--- src/logic/dacdc_pkg.sv ---
/*
  Constants for the playback DAC digital control block: register map,
  field positions, reset values, divider and interpolator encodings.
  Assumes nothing beyond a SystemVerilog compiler.
*/
package dacdc_pkg;
  // Register addresses on the 7-bit control port
  localparam logic [6:0] ADDR_CLOCK_FILTER_CFG = 7'h65;
  localparam logic [6:0] ADDR_ZERO_FLAG_CFG    = 7'h66;
  localparam logic [6:0] ADDR_FLAG_PIN_FUNC    = 7'h67;
  localparam logic [6:0] ADDR_LEFT_VOLUME      = 7'h68;
  localparam logic [6:0] ADDR_RIGHT_VOLUME     = 7'h69;
  localparam logic [6:0] ADDR_LEFT_PEAK        = 7'h6A;

  // Writable bit masks, plus the peak read mask; everything else reads zero
  localparam logic [7:0] MASK_CLOCK_FILTER_CFG = 8'h3F;
  localparam logic [7:0] MASK_ZERO_FLAG_CFG    = 8'h07;
  localparam logic [7:0] MASK_FLAG_PIN_FUNC    = 8'h70;
  localparam logic [7:0] MASK_LEFT_PEAK        = 8'h3F;

  // Field positions
  localparam int DIV_LSB   = 4;
  localparam int INTERP_LSB = 2;
  localparam int DEEM_LSB  = 0;
  localparam int VOLDIS_BIT = 2;
  localparam int DATADIS_BIT = 1;
  localparam int POL_BIT   = 0;
  localparam int IRQ_BIT   = 6;
  localparam int RSEL_LSB  = 4;

  // Reset values
  localparam logic [7:0] RST_CFG    = 8'h00;
  localparam logic [7:0] RST_VOLUME = 8'hFF;
  localparam logic [5:0] PEAK_FLOOR = 6'h3F;

  // Master clock divider codes
  localparam logic [1:0] DIV_NONE  = 2'h0;
  localparam logic [1:0] DIV_1P5   = 2'h1;
  localparam logic [1:0] DIV_TWO   = 2'h2;
  localparam logic [1:0] DIV_THREE = 2'h3;

  // Interpolator codes and working clocks per sample, minus one
  localparam logic [1:0] INTERP_8X = 2'h0;
  localparam logic [1:0] INTERP_4X = 2'h1;
  localparam logic [1:0] INTERP_2X = 2'h2;
  localparam logic [7:0] CLKS_8X_M1 = 8'hFF;
  localparam logic [7:0] CLKS_4X_M1 = 8'h7F;
  localparam logic [7:0] CLKS_2X_M1 = 8'h3F;

  // Right flag pin selector codes
  localparam logic [1:0] RSEL_RIGHT = 2'h0;
  localparam logic [1:0] RSEL_LEFT  = 2'h1;
  localparam logic [1:0] RSEL_ANY   = 2'h2;
  localparam logic [1:0] RSEL_BOTH  = 2'h3;

  // Peak detector: dB step per octave
  localparam logic [6:0] DB_PER_OCTAVE = 7'h06;
endpackage : dacdc_pkg

--- src/logic/dacdc_top.sv ---
/*
  Playback DAC digital control registers, zero flag pins and left peak
  level detector. Assumes a control port engine outside that presents
  decoded one-cycle write and read strobes with a 7-bit register address,
  and a datapath that supplies mute state and processed samples.
*/
// Functional notes
// (RULE1) Divider field derives working clock from master
// (RULE2) Interpolator field sets ratio; code 11 reserved
// (RULE3) De-emphasis field selects none, 44.1, 32, 48
// (RULE4) Mute or zero volume raises flag unless disabled
// (RULE5) Zero input data raises flag unless disabled
// (RULE6) Polarity bit sets flag pins active level
// (RULE7) Shared pin: left flag or interrupt output
// (RULE8) In interrupt mode selector defines right pin
// (RULE9) Per-channel 8-bit volume, 0.375 dB steps
// (RULE10) Left peak as 6-bit code, 1 dB steps
// (RULE11) Registers sit at addresses 0x65 through 0x6A
// (RULE12) Reserved bits read zero, writes ignored
// (RULE13) Peak register read-only, updated from samples
`timescale 1ns/1ps
module dacdc_top
  import dacdc_pkg::*;
#(
  parameter int SAMPLE_W    = 24,
  parameter int PEAK_WINDOW = 1024
)
(
  input  wire logic                clk,
  input  wire logic                rst,
  input  wire logic                wr_en,
  input  wire logic [6:0]          wr_addr,
  input  wire logic [7:0]          wr_data,
  input  wire logic                rd_en,
  input  wire logic [6:0]          rd_addr,
  output logic      [7:0]          rd_data,
  output logic                     rd_valid,
  input  wire logic                mute_left,
  input  wire logic                mute_right,
  input  wire logic                sample_valid,
  input  wire logic [SAMPLE_W-1:0] left_sample,
  input  wire logic [SAMPLE_W-1:0] right_sample,
  input  wire logic                irq_in,
  output logic                     left_flag_irq_pin,
  output logic                     right_silence_flag,
  output logic      [1:0]          deemphasis_sel,
  output logic      [1:0]          interp_ratio_sel,
  output logic      [7:0]          left_volume_code,
  output logic      [7:0]          right_volume_code,
  output logic                     work_clk_en,
  output logic                     sample_tick
);
  localparam int MAG_W = SAMPLE_W - 1;

  typedef struct packed {
    logic [7:0]  cfg;
    logic [7:0]  zcfg;
    logic [7:0]  pinf;
    logic [7:0]  voll;
    logic [7:0]  volr;
    logic [5:0]  peak;
    logic [MAG_W-1:0] peak_max;
    logic [15:0] win_cnt;
    logic        zdata_l;
    logic        zdata_r;
    logic [7:0]  rd_data;
    logic        rd_valid;
    logic        pin_l;
    logic        pin_r;
  } dacdc_state_t;

  dacdc_state_t s_q, s_d;
  logic [MAG_W-1:0] mag;
  logic [MAG_W-1:0] win_max;
  logic [MAG_W-1:0] norm;
  logic [6:0]       lz;
  logic             lz_found;
  logic [2:0]       mant;
  logic [6:0]       db;
  logic [2:0]       frac_db;
  logic             zl, zr, vdis, ddis, pol, irq_mode, rsel_flag;
  logic [1:0]       rsel;

  dacdc_clk_gen dacdc_clk_gen_inst (
    .clk                   (clk),
    .rst                   (rst),
    .dac_clock_divider_sel (s_q.cfg[DIV_LSB +: 2]),
    .interp_ratio_sel      (s_q.cfg[INTERP_LSB +: 2]),
    .work_clk_en           (work_clk_en),
    .sample_tick           (sample_tick)
  );

  always_comb begin
    s_d = s_q;
    s_d.rd_valid = 1'b0;

    // Register writes; reserved bits are masked off at the door
    if (wr_en) begin
      case (wr_addr)
        ADDR_CLOCK_FILTER_CFG: s_d.cfg  = wr_data & MASK_CLOCK_FILTER_CFG; // RULE12
        ADDR_ZERO_FLAG_CFG:    s_d.zcfg = wr_data & MASK_ZERO_FLAG_CFG; // RULE12
        ADDR_FLAG_PIN_FUNC:    s_d.pinf = wr_data & MASK_FLAG_PIN_FUNC; // RULE12
        ADDR_LEFT_VOLUME:      s_d.voll = wr_data; // RULE9
        ADDR_RIGHT_VOLUME:     s_d.volr = wr_data; // RULE11
        default:               s_d.cfg  = s_q.cfg; // Peak and unmapped ignored RULE13
      endcase
    end

    // Reads answer one cycle later; unmapped addresses read zero
    if (rd_en) begin
      s_d.rd_valid = 1'b1;
      case (rd_addr)
        ADDR_CLOCK_FILTER_CFG: s_d.rd_data = s_q.cfg; // RULE11
        ADDR_ZERO_FLAG_CFG:    s_d.rd_data = s_q.zcfg;
        ADDR_FLAG_PIN_FUNC:    s_d.rd_data = s_q.pinf;
        ADDR_LEFT_VOLUME:      s_d.rd_data = s_q.voll;
        ADDR_RIGHT_VOLUME:     s_d.rd_data = s_q.volr;
        ADDR_LEFT_PEAK:        s_d.rd_data = {2'b00, s_q.peak} & MASK_LEFT_PEAK; // RULE12
        default:               s_d.rd_data = 8'h00;
      endcase
    end

    // Magnitude of the left sample; full negative saturates
    mag = left_sample[SAMPLE_W-1] ? MAG_W'(~left_sample + 1'b1) : left_sample[MAG_W-1:0];
    if (left_sample[SAMPLE_W-1] && (left_sample[MAG_W-1:0] == '0)) begin
      mag = '1;
    end

    // Window maximum including this sample; dB is derived before publishing
    win_max = s_q.peak_max;
    if (sample_valid && mag > s_q.peak_max) begin
      win_max = mag;
    end

    // Approximate dB: six per leading zero plus a sub-octave step
    lz = 7'h00;
    lz_found = 1'b0;
    for (int i = MAG_W - 1; i >= 0; i--) begin
      if (win_max[i]) begin
        lz_found = 1'b1;
      end else if (!lz_found) begin
        lz = lz + 7'h01;
      end
    end
    // Normalising shift keeps the mantissa select inside the vector
    norm = win_max << lz;
    mant = norm[MAG_W-2 -: 3];
    case (mant)
      3'h0: frac_db = 3'h6;
      3'h1: frac_db = 3'h5;
      3'h2: frac_db = 3'h4;
      3'h3, 3'h4: frac_db = 3'h3;
      3'h5: frac_db = 3'h2;
      default: frac_db = 3'h1;
    endcase
    db = (lz >= 7'h0B) ? 7'(PEAK_FLOOR) : 7'(lz * DB_PER_OCTAVE) + {4'h0, frac_db}; // RULE10
    if (mant == 3'h7 && lz == 7'h00) begin
      db = 7'h00;
    end

    // Peak hold over a window, then publish and restart empty
    if (sample_valid) begin
      s_d.zdata_l  = (left_sample == '0); // RULE5
      s_d.zdata_r  = (right_sample == '0); // RULE5
      s_d.peak_max = win_max;
      if (s_q.win_cnt >= 16'(PEAK_WINDOW - 1)) begin
        s_d.win_cnt  = 16'h0000;
        s_d.peak     = db[6] ? PEAK_FLOOR : 6'(db > 7'(PEAK_FLOOR) ? 7'(PEAK_FLOOR) : db); // RULE13
        s_d.peak_max = '0;
      end else begin
        s_d.win_cnt = s_q.win_cnt + 16'h0001;
      end
    end

    // Zero flag causes per channel
    vdis = s_q.zcfg[VOLDIS_BIT];
    ddis = s_q.zcfg[DATADIS_BIT];
    pol  = s_q.zcfg[POL_BIT];
    zl = (!vdis && (mute_left || s_q.voll == 8'h00)) || (!ddis && s_q.zdata_l); // RULE4 RULE5
    zr = (!vdis && (mute_right || s_q.volr == 8'h00)) || (!ddis && s_q.zdata_r); // RULE4 RULE5
    irq_mode = s_q.pinf[IRQ_BIT];
    rsel = s_q.pinf[RSEL_LSB +: 2];
    case (rsel)
      RSEL_LEFT: rsel_flag = zl; // RULE8
      RSEL_ANY:  rsel_flag = zl | zr; // RULE8
      RSEL_BOTH: rsel_flag = zl & zr; // RULE8
      default:   rsel_flag = zr;
    endcase
    s_d.pin_l = irq_mode ? irq_in : (zl ^ pol); // RULE7 RULE6
    s_d.pin_r = (irq_mode ? rsel_flag : zr) ^ pol; // RULE6
  end

  always_ff @(posedge clk or posedge rst) begin
    if (rst) begin
      s_q          <= '0;
      s_q.voll     <= RST_VOLUME;
      s_q.volr     <= RST_VOLUME;
      s_q.cfg      <= RST_CFG;
      s_q.peak     <= PEAK_FLOOR;
    end else begin
      s_q <= s_d;
    end
  end

  // Outputs straight from the state register
  assign rd_data            = s_q.rd_data;
  assign rd_valid           = s_q.rd_valid;
  assign left_flag_irq_pin  = s_q.pin_l;
  assign right_silence_flag = s_q.pin_r;
  assign deemphasis_sel     = s_q.cfg[DEEM_LSB +: 2]; // RULE3
  assign interp_ratio_sel   = s_q.cfg[INTERP_LSB +: 2]; // RULE2
  assign left_volume_code   = s_q.voll; // RULE9
  assign right_volume_code  = s_q.volr;
endmodule : dacdc_top

--- src/logic/dacdc_clk_gen.sv ---
/*
  Working clock enable and sample strobe generator for the DAC.
  Assumes clk is the DAC master clock and the selectors are quasi-static.
*/
`timescale 1ns/1ps
module dacdc_clk_gen
  import dacdc_pkg::*;
(
  input  wire logic       clk,
  input  wire logic       rst,
  input  wire logic [1:0] dac_clock_divider_sel,
  input  wire logic [1:0] interp_ratio_sel,
  output logic            work_clk_en,
  output logic            sample_tick
);
  typedef struct packed {
    logic [1:0] phase;
    logic [7:0] clk_cnt;
    logic       en;
    logic       tick;
  } dacdc_gen_t;

  dacdc_gen_t s_q, s_d;
  logic [1:0] phase_wrap;
  logic [7:0] cnt_top;

  // Divider phase pattern; 1.5 gives two enables in every three clocks
  always_comb begin
    s_d = s_q;
    phase_wrap = (dac_clock_divider_sel == DIV_TWO) ? 2'h1 : 2'h2;
    case (interp_ratio_sel)
      INTERP_4X: cnt_top = CLKS_4X_M1;
      INTERP_2X: cnt_top = CLKS_2X_M1;
      default:   cnt_top = CLKS_8X_M1; // Reserved code runs as 8x
    endcase
    s_d.phase = (s_q.phase >= phase_wrap) ? 2'h0 : s_q.phase + 2'h1;
    case (dac_clock_divider_sel)
      DIV_NONE: s_d.en = 1'b1; // RULE1
      DIV_1P5:  s_d.en = (s_d.phase != 2'h2); // RULE1
      default:  s_d.en = (s_d.phase == 2'h0); // RULE1
    endcase
    s_d.tick = 1'b0;
    if (s_d.en) begin
      if (s_q.clk_cnt >= cnt_top) begin
        s_d.clk_cnt = 8'h00;
        s_d.tick    = 1'b1; // RULE2
      end else begin
        s_d.clk_cnt = s_q.clk_cnt + 8'h01;
      end
    end
  end

  always_ff @(posedge clk or posedge rst) begin
    if (rst) begin
      s_q <= '0;
    end else begin
      s_q <= s_d;
    end
  end

  assign work_clk_en = s_q.en;
  assign sample_tick = s_q.tick;
endmodule : dacdc_clk_gen

--- config.mk ---
export PLATFORM = sky130hd
export DESIGN_NAME = dacdc_top
export DESIGN_NICKNAME = d
export VERILOG_FILES = /design/src/logic/dacdc_pkg.sv /design/src/logic/dacdc_top.sv /design/src/logic/dacdc_clk_gen.sv
export SDC_FILE = /design/constraint.sdc
export NUM_CORES = 1
export LEC_CHECK = 0
export ABC_CLOCK_PERIOD_IN_PS = 26700
export BUFFER_PORTS_ARGS = -buffer_cell sky130_fd_sc_hd__clkbuf_2
export CAP_MARGIN = 30
export CORE_ASPECT_RATIO = 1.2
export CORE_UTILIZATION = 30
export CTS_CLUSTER_DIAMETER = 120
export DETAILED_ROUTE_END_ITERATION = 10
export PLACE_DENSITY = 0.46
export SLEW_MARGIN = 20
export SYNTH_ARGS = -nofsm -noshare
export SYNTH_HDL_FRONTEND = slang
export SYNTH_SLANG_ARGS = --single-unit
--- constraint.sdc ---
create_clock -name clk -period 26.7 [get_ports clk]
set_clock_uncertainty 0.05 [all_clocks]
set_input_delay 1.335 -clock clk [delete_from_list [all_inputs] [get_ports clk]]
set_output_delay 1.335 -clock clk [all_outputs]
set_load 0.05 [all_outputs]
==> results.rst, run 1 <==
.. list-table::
   :header-rows: 1

   * - Metric
     - Value
   * - TritonCTS clock tree
     - yes
   * - Number of top-level pins
     - 111
   * - Finished Cell Area
     - 0.0120 sq mm
   * - Shortest period the worst path allows
     - 22450 ps
   * - Wire length per cell
     - 18.1 microns
   * - Via count
     - 10200
   * - Die Wd
     - 175 microns
   * - Number of warnings issued by yosys
     - 0
   * - Synth unique cells
     - 111
   * - Worst hold path class
     - reg -> reg
   * - Cell count of the worst reg-to-reg path
     - 95
   * - Largest fanout of any net on the critical path
     - 40
   * - Arrival time of the worst setup path
     - 22670 ps
   * - Starting density of the core
     - 30.6%
   * - Mapped Cells
     - 1333
   * - Via count of the first global-routing pass
     - 9870
   * - Share of the core filled with cells
     - 34.1%
   * - Max IR drop VDD
     - 0.0547 mV
   * - Fraction of layout instances using a drive strength above 1
     - 19.2%
   * - Most used flip-flop cell after synthesis
     - sky130_fd_sc_hd__dfrtp_1
   * - Resized Gates After CTS
     - 0
   * - Total gr overflow
     - 0
   * - Number of hold-slack violations in the final timing report
     - 0
   * - Count of placed standard cells in the final layout, fillers left out
     - 1860
   * - Max Root-Sink Buffers
     - 2
   * - Final Hold Slack
     - 417 ps
   * - Routability congestion estimate from global placement
     - 0.886
   * - Critical path required time
     - 26920 ps
   * - Port Buf Inserts
     - 110
   * - Category of the critical setup timing path
     - in -> reg
   * - Total Nets Final
     - 1536
   * - Placed cell area
     - 0.0116 sq mm
   * - Hpwl dp
     - 26400 microns
   * - Startpoint of the most critical register-to-register path
     - s_q[50]
   * - Die height
     - 209 microns
   * - Clock latency at the later pin of the worst-skew pair
     - 360 ps
   * - Setup TNS
     - 0 ps
   * - Number of antenna violations at the first check in global routing
     - 0
   * - Total instance count after detailed placement
     - 1839
   * - Count of final max-slew check failures
     - 0
   * - Leading cell types in the layout, fill and taps excluded
     - 131 x sky130_fd_sc_hd__nor2_1, 124 x sky130_fd_sc_hd__nand2_1, 111 x sky130_fd_sc_hd__clkbuf_2, 76 x sky130_fd_sc_hd__inv_1, 76 x sky130_fd_sc_hd__dfrtp_1
   * - Cell leakage power
     - 5.05 nW
   * - CTS Buf Count
     - 9
   * - Synth async-reset ratio
     - 100%
   * - Std-Cell Rows
     - 75
   * - Area growth syn-to-layout
     - 11.5%
   * - Wire length of the first global-routing pass
     - 54400 microns
   * - Largest net degree at the start of global routing
     - 70
   * - # diodes
     - 0
   * - Most frequent CP cell
     - sky130_fd_sc_hd__ha_1
   * - End of the worst register-to-register path
     - s_q[52]
   * - Number of vias per cell after detailed routing
     - 5.48
   * - # clock sinks
     - 98
   * - Share of synthesized area occupied by flip-flops and latches
     - 23.1%
   * - Violation count after the first detailed-route iteration
     - 746
   * - Number of setup violations in the final report
     - 0
   * - Remaining antenna violation count after routing
     - 0
   * - Number of H-tree branching levels
     - 3
   * - Count of flip-flops with a built-in enable after synthesis
     - 0
   * - Mapped Nets
     - 1476
   * - Pin slew with the least headroom to its limit
     - 1020 ps
   * - Setup repair after global routing missed its margin
     - false
   * - Residual DRC count
     - 0
   * - Pre-antenna DRT Iters
     - 7
   * - Clock Tree Root
     - sky130_fd_sc_hd__clkbuf_16
   * - Full die area
     - 0.0366 sq mm
   * - Number of max-capacitance violations reported
     - 0
   * - Post-CTS repair timing setup buffer count
     - 0
   * - Sort of element at the start of the critical path
     - input pin
   * - Critical path origin
     - left_sample[9]
   * - Count of state elements after synthesis
     - 98
   * - Hold Buf Count CTS
     - 0
   * - Post-Syn Area per Cell
     - 8.06 sq um
   * - Relative slew slack
     - 31.1%
   * - Cell at the slowest stage of the critical path
     - sky130_fd_sc_hd__nor4_2
   * - CP Capture Type
     - flop
   * - Power density over cell area
     - 108 mW/mm^2
   * - Final critical-path share of the clock period
     - 84.1%
   * - Clock transition at the register clock pins on the worst setup and hold paths after CTS
     - 70 ps
   * - Critical path endpoint
     - s_q[52]
   * - Most common cell after layout, fill and taps aside
     - sky130_fd_sc_hd__nor2_1
   * - Post-Route WL
     - 33700 microns
   * - Slowest cell delay on critical path
     - 660 ps
   * - Setup slack of the most critical reg-to-reg path
     - 6930 ps
   * - Total routing usage reported by global routing
     - 18.5%
   * - Summed instance area of the synthesized netlist
     - 0.0107 sq mm
   * - Status
     - finished, final reports clean
   * - Timing-limited maximum frequency
     - 44.5 MHz
   * - Core Region
     - 0.0351 sq mm
==> how the worst min path moves through the flow <==
stage | startpoint | end | slack, ps | depth (start not counted)
after floorplan | s_q[53] | s_q[53] | 390 | 2
after global placement | s_q[54] | s_q[54] | 410 | 2
after detailed placement | s_q[53] | s_q[53] | 410 | 2
after CTS | s_q[53] | s_q[53] | 420 | 2
after global routing | s_q[52] | s_q[52] | 440 | 2
final | s_q[55] | s_q[55] | 420 | 2
==> registers in the layout (all words and copies together) (netlist names), 2 cells and up <==
| register | count |
|---|---|
| dacdc_clk_gen_inst.s_q | 10 |
| interp_ratio_sel | 2 |
| rd_data | 8 |
| right_volume_code | 8 |
| s_q | 50 |
| deemphasis_sel | 2 |
| rsel | 2 |
| left_volume_code | 8 |
==> Yosys cell counts (26+ instances only) <==
master	n	area (sq um)
sky130_fd_sc_hd__inv_1	77	289
sky130_fd_sc_hd__mux2i_1	28	280
sky130_fd_sc_hd__ha_1	63	788
sky130_fd_sc_hd__o22ai_1	38	238
sky130_fd_sc_hd__a21oi_1	75	375
sky130_fd_sc_hd__dfrtp_1	76	1900
sky130_fd_sc_hd__nand2_1	124	465
sky130_fd_sc_hd__nand3_1	26	130
sky130_fd_sc_hd__mux2_2	42	473
sky130_fd_sc_hd__xnor2_1	39	342
sky130_fd_sc_hd__nor2_1	131	492
sky130_fd_sc_hd__clkbuf_1	36	135
sky130_fd_sc_hd__buf_4	29	218
sky130_fd_sc_hd__o21ai_0	65	325
sky130_fd_sc_hd__nor3_1	32	160
==> layout make-up <==
type	instances	area [sq um]
clock buffer	9	225
clock inverter	7	81.3
fill	3759	23100
inverter	78	295
multi-input combinational	1074	7540
sequential	98	2480
tap	462	578
timing repair buffer	132	773
==> stage by stage <==
| step | setup slack [ps] | power, W |
|---|---|---|
| after floorplan | 6570 | 0.000931 |
| after global placement | 4300 | 0.00113 |
| after detailed placement | 3660 | 0.00114 |
| after CTS | 3880 | 0.00129 |
| after global routing | 2400 | 0.00143 |
| final | 4250 | 0.00130 |
==> power breakdown <==
part           internal [W]  switching [W]
clock network     0.0000745      0.0000654
logic              0.000375       0.000575
registers          0.000181      0.0000255
==> critical path, delay by kind of cell <==
family                   cells  cell delay, ps
AO/OA/AOI/OAI               30            5410
buffers and inverters        6            1390
adder cells (fa/ha/maj)     21            6100
XOR/XNOR                     3             750
multiplexers                 6            1480
AND/OR/NAND/NOR             35            6150
==> per-layer routing <==
layer	vias to the layer above	part of all wire [%]	GRT usage (%)	wire [microns]
li1	5026	-	-	-
met1	4879	46	23.8	15500
met2	251	48	32.4	16300
met3	40	3.3	1.91	1130
met4	0	2.4	5.70	822
met5	-	0	0	0
==> kinds of logic (layout without fill, tap and decap cells) <==
kind of cell	count (synthesis)	in the layout	share of synthesized area (%)
DFF	98	98	23.1
AOI/OAI and AO/OA	377	377	24.3
xor gates and xnor gates	72	72	6.90
muxes	75	75	7.90
buffers and inverters	161	226	6.83
and+or+nand+nor	482	482	23.0
adders and majority gates	68	68	8.01
Power figures use the tool's default switching activity.
==> run 2: changes to the inputs <==
ABC_CLOCK_PERIOD_IN_PS = 18200   (was 26700)
PLACE_DENSITY = 0.48   (was 0.46)
clock period = 18.2 ns   (was 26.7 ns; I/O delays follow)
==> run 2 against run 1 <==
Total power up 71%. Die area unchanged. Sequential power up 47%. Register-to-register slack worse by 4900 ps. First-iteration DRC count down 15%. Combinational power up 82%. Core utilization up 3.2 points. Clock power up 33%. Wire length up 2.3%. Sequential share of layout area down 1.8 points. Critical endpoint is now s_q[53]. Largest cell class unchanged.
==> results.rst, run 2 (synthesized netlist as in run 1, its figures left out) <==
.. list-table::
   :header-rows: 1

   * - Metric
     - Value
   * - Status
     - finished, final reports clean
   * - Number of max-capacitance violations reported
     - 0 (unchanged)
   * - Starting density of the core
     - 30.6% (unchanged)
   * - Switching power of the nets
     - 0.00107 W (+61%)
   * - Max IR drop VDD
     - 0.0998 mV (+83%)
   * - Power after layout
     - 0.00222 W (+71%)
   * - Number of H-tree branching levels
     - 3 (unchanged)
   * - Worst hold path class
     - reg -> reg
   * - Crit path setup slack, layout
     - 224 ps (-4020 ps)
   * - Pre-CTS setup slack
     - -383 ps (-4040 ps)
   * - Most frequent CP cell
     - sky130_fd_sc_hd__ha_1
   * - CTS Buf Count
     - 9 (unchanged)
   * - Fraction of layout instances using a drive strength above 1
     - 28.9% (+9.6 points)
   * - Via count
     - 10700 (+5.3%)
   * - Share of power burned in registers
     - 13.6% (-2.3 points)
   * - Met2 layer wire length in the routed design
     - 17200 microns (+5.7%)
   * - Category of the critical setup timing path
     - in -> reg
   * - Number of antenna violations at the first check in global routing
     - 0 (unchanged)
   * - Setup repair after global routing missed its margin
     - true
   * - M1 wire length
     - 15400 microns (-0.92%)
   * - Core Region
     - 0.0351 sq mm (unchanged)
   * - Remaining antenna violation count after routing
     - 0 (unchanged)
   * - Power density over cell area
     - 170 mW/mm^2 (+57%)
   * - Via count of the first global-routing pass
     - 10500 (+6.5%)
   * - Wire length of the first global-routing pass
     - 55800 microns (+2.5%)
   * - Final critical-path share of the clock period
     - 98.8%
   * - Timing-limited maximum frequency
     - 55.6 MHz
   * - # diodes
     - 0 (unchanged)
   * - Total gr overflow
     - 0 (unchanged)
   * - Portion of total power attributed to the clock network
     - 8.4% (-2.4 points)
   * - Std-Cell Rows
     - 75 (unchanged)
   * - Clock latency at the later pin of the worst-skew pair
     - 360 ps (about the same)
   * - Pin slew with the least headroom to its limit
     - 838 ps (-186 ps)
   * - Number of hold-slack violations in the final timing report
     - 0 (unchanged)
   * - Critical path required time
     - 18420 ps (-8500 ps)
   * - Total Nets Final
     - 1661 (+8.1%)
   * - Post-Route WL
     - 34500 microns (+2.3%)
   * - Violation count after the first detailed-route iteration
     - 635 (-15%)
   * - Internal power component
     - 0.00115 W (+82%)
   * - Residual DRC count
     - 0 (unchanged)
   * - Shortest period the worst path allows
     - 17980 ps
   * - Most common cell after layout, fill and taps aside
     - sky130_fd_sc_hd__buf_4
   * - Count of final max-slew check failures
     - 0 (unchanged)
   * - Largest registers
     - s_q x50, dacdc_clk_gen_inst.s_q x10
   * - Largest fanout of any net on the critical path
     - 6 (-85%)
   * - Final Hold Slack
     - 419 ps (+2.11 ps)
   * - Routability congestion estimate from global placement
     - 0.868 (-2.1%)
   * - Total routing usage reported by global routing
     - 18.9% (+0.41 points)
   * - Share of the core filled with cells
     - 37.3% (+3.2 points)
   * - # clock sinks
     - 98 (unchanged)
   * - Number of vias per cell after detailed routing
     - 5.41 (-1.4%)
   * - Count of placed standard cells in the final layout, fillers left out
     - 1985 (+6.7%)
   * - Largest net degree at the start of global routing
     - 57 (-19%)
   * - Number of buffer and inverter stages on the critical path
     - 7 (+1)
   * - Proportion of total power due to net switching
     - 48.2% (-3.2 points)
   * - Cell leakage power
     - 5.68 nW (+12%)
   * - Register with the most flip-flops
     - s_q
   * - Number of flip-flops in the largest register
     - 50 (unchanged)
   * - Sort of element at the start of the critical path
     - input pin
   * - Part of the power in combinational logic
     - 78.0% (+4.7 points)
   * - Highest metal layer with signal wires
     - met4
   * - Relative slew slack
     - 42.5% (+11 points)
   * - TritonCTS clock tree
     - yes
   * - Total instance count after detailed placement
     - 1957 (+6.4%)
   * - Leading cell types in the layout, fill and taps excluded
     - 138 x sky130_fd_sc_hd__buf_4, 124 x sky130_fd_sc_hd__nor2_1, 121 x sky130_fd_sc_hd__nand2_1, 109 x sky130_fd_sc_hd__clkbuf_2, 76 x sky130_fd_sc_hd__dfrtp_1
   * - Max Root-Sink Buffers
     - 2 (unchanged)
   * - CP top delay family
     - adder cells
   * - CP Capture Type
     - flop
   * - Hpwl dp
     - 27600 microns (+4.8%)
   * - Area growth syn-to-layout
     - 22.0%
   * - Number of setup violations in the final report
     - 0 (unchanged)
   * - Arrival time of the worst setup path
     - 18190 ps (-4480 ps)
   * - Pre-antenna DRT Iters
     - 7 (unchanged)
   * - Slowest cell delay on critical path
     - 580 ps (-80 ps)
   * - Wire length per cell
     - 17.4 microns (-4.1%)
   * - Full die area
     - 0.0366 sq mm (unchanged)
   * - Die height
     - 209 microns (unchanged)
   * - Port Buf Inserts
     - 110 (unchanged)
   * - Die Wd
     - 175 microns (unchanged)
   * - Number of filler instances in the final layout
     - 3730 (-0.77%)
   * - Clock transition at the register clock pins on the worst setup and hold paths after CTS
     - 70 ps (about the same)
   * - Cell at the slowest stage of the critical path
     - sky130_fd_sc_hd__or4_4
   * - Clock Tree Root
     - sky130_fd_sc_hd__clkbuf_16
   * - Hold Buf Count CTS
     - 0 (unchanged)
   * - Number of top-level pins
     - 111 (unchanged)
   * - Met3 wire length
     - 1250 microns (+11%)
[run 2: cell count changes in the layout (fill, tap and decap cells not counted), moves of 3 or more]
cell	previous run	this run
sky130_fd_sc_hd__nor2_1	131	124
sky130_fd_sc_hd__buf_4	17	138
sky130_fd_sc_hd__o21ai_2	2	5
sky130_fd_sc_hd__nand2_1	124	121
sky130_fd_sc_hd__o21ai_1	12	18
sky130_fd_sc_hd__o21ai_0	65	56
sky130_fd_sc_hd__nand2_2	0	3
sky130_fd_sc_hd__a21oi_1	75	66
sky130_fd_sc_hd__clkinv_2	1	4
sky130_fd_sc_hd__buf_6	0	6
sky130_fd_sc_hd__ha_1	63	59
sky130_fd_sc_hd__a21oi_2	1	10
sky130_fd_sc_hd__a2111oi_0	3	0
sky130_fd_sc_hd__nor2_2	1	7
[run 2: power by group through the flow]
| stage | combinational [W] | clock, W | sequential, W |
|---|---|---|---|
| after detailed placement | 0.00163 | 0 | 0.000305 |
| final | 0.00173 | 0.000186 | 0.000303 |
| after floorplan | 0.00114 | 0 | 0.000301 |
| after global placement | 0.00161 | 0 | 0.000305 |
| after global routing | 0.00193 | 0.000197 | 0.000309 |
| after CTS | 0.00164 | 0.000191 | 0.000302 |
[run 2: worst paths after layout]
path	slack, ps	to	start	depth (start not counted)
hold reg to reg	420	s_q[55]	s_q[55]	2
hold / removal	420	s_q[55]	s_q[55]	2
max in group asynchronous	16370	rd_data[1]	rst	3
min in group asynchronous	560	dacdc_clk_gen_inst.s_q[2]	rst	2
setup / recovery	220	s_q[53]	left_sample[9]	100
setup reg to reg	2040	s_q[53]	s_q[50]	94
[run 2: timing repair]
action / 4_1_cts / 5_1_grt
endpoints found under the setup margin: 6 / 6
resized for setup: 2 / 35
pin swaps: 0 / 42
buffers inserted: 0 / 9
[run 2: layer usage]
metal  vias to the layer above  track usage, %
li1                       5258               -
met1                      5178            23.7
met4                         0            5.16
met2                       260            34.3
met5                         -               0
met3                        38            1.80
[run 2: tightest hold or removal path, stage by stage, from the launching register on]
cell	delay, ps
sky130_fd_sc_hd__dfstp_2	370
sky130_fd_sc_hd__nand2_1	50
sky130_fd_sc_hd__o21ai_1	50
[run 2: area by class of cell]
type	instances	area, sq um	area share (%)
clock buffer	10	229	1.75
clock inverter	6	41.3	0.315
inverter	78	297	2.26
multi-input combinational	1074	7770	59.3
sequential	98	2480	18.9
tap	462	578	4.41
timing repair buffer	257	1700	13.0
[run 2: stage by stage]
step | TNS, ps | instance area [sq um]
2_1_floorplan | -1780 | 10900
3_3_place_gp | -279 | 12600
3_5_place_dp | -2170 | 12600
4_1_cts | 0 | 12900
5_1_grt | -5740 | 13100
6_report | 0 | 13100
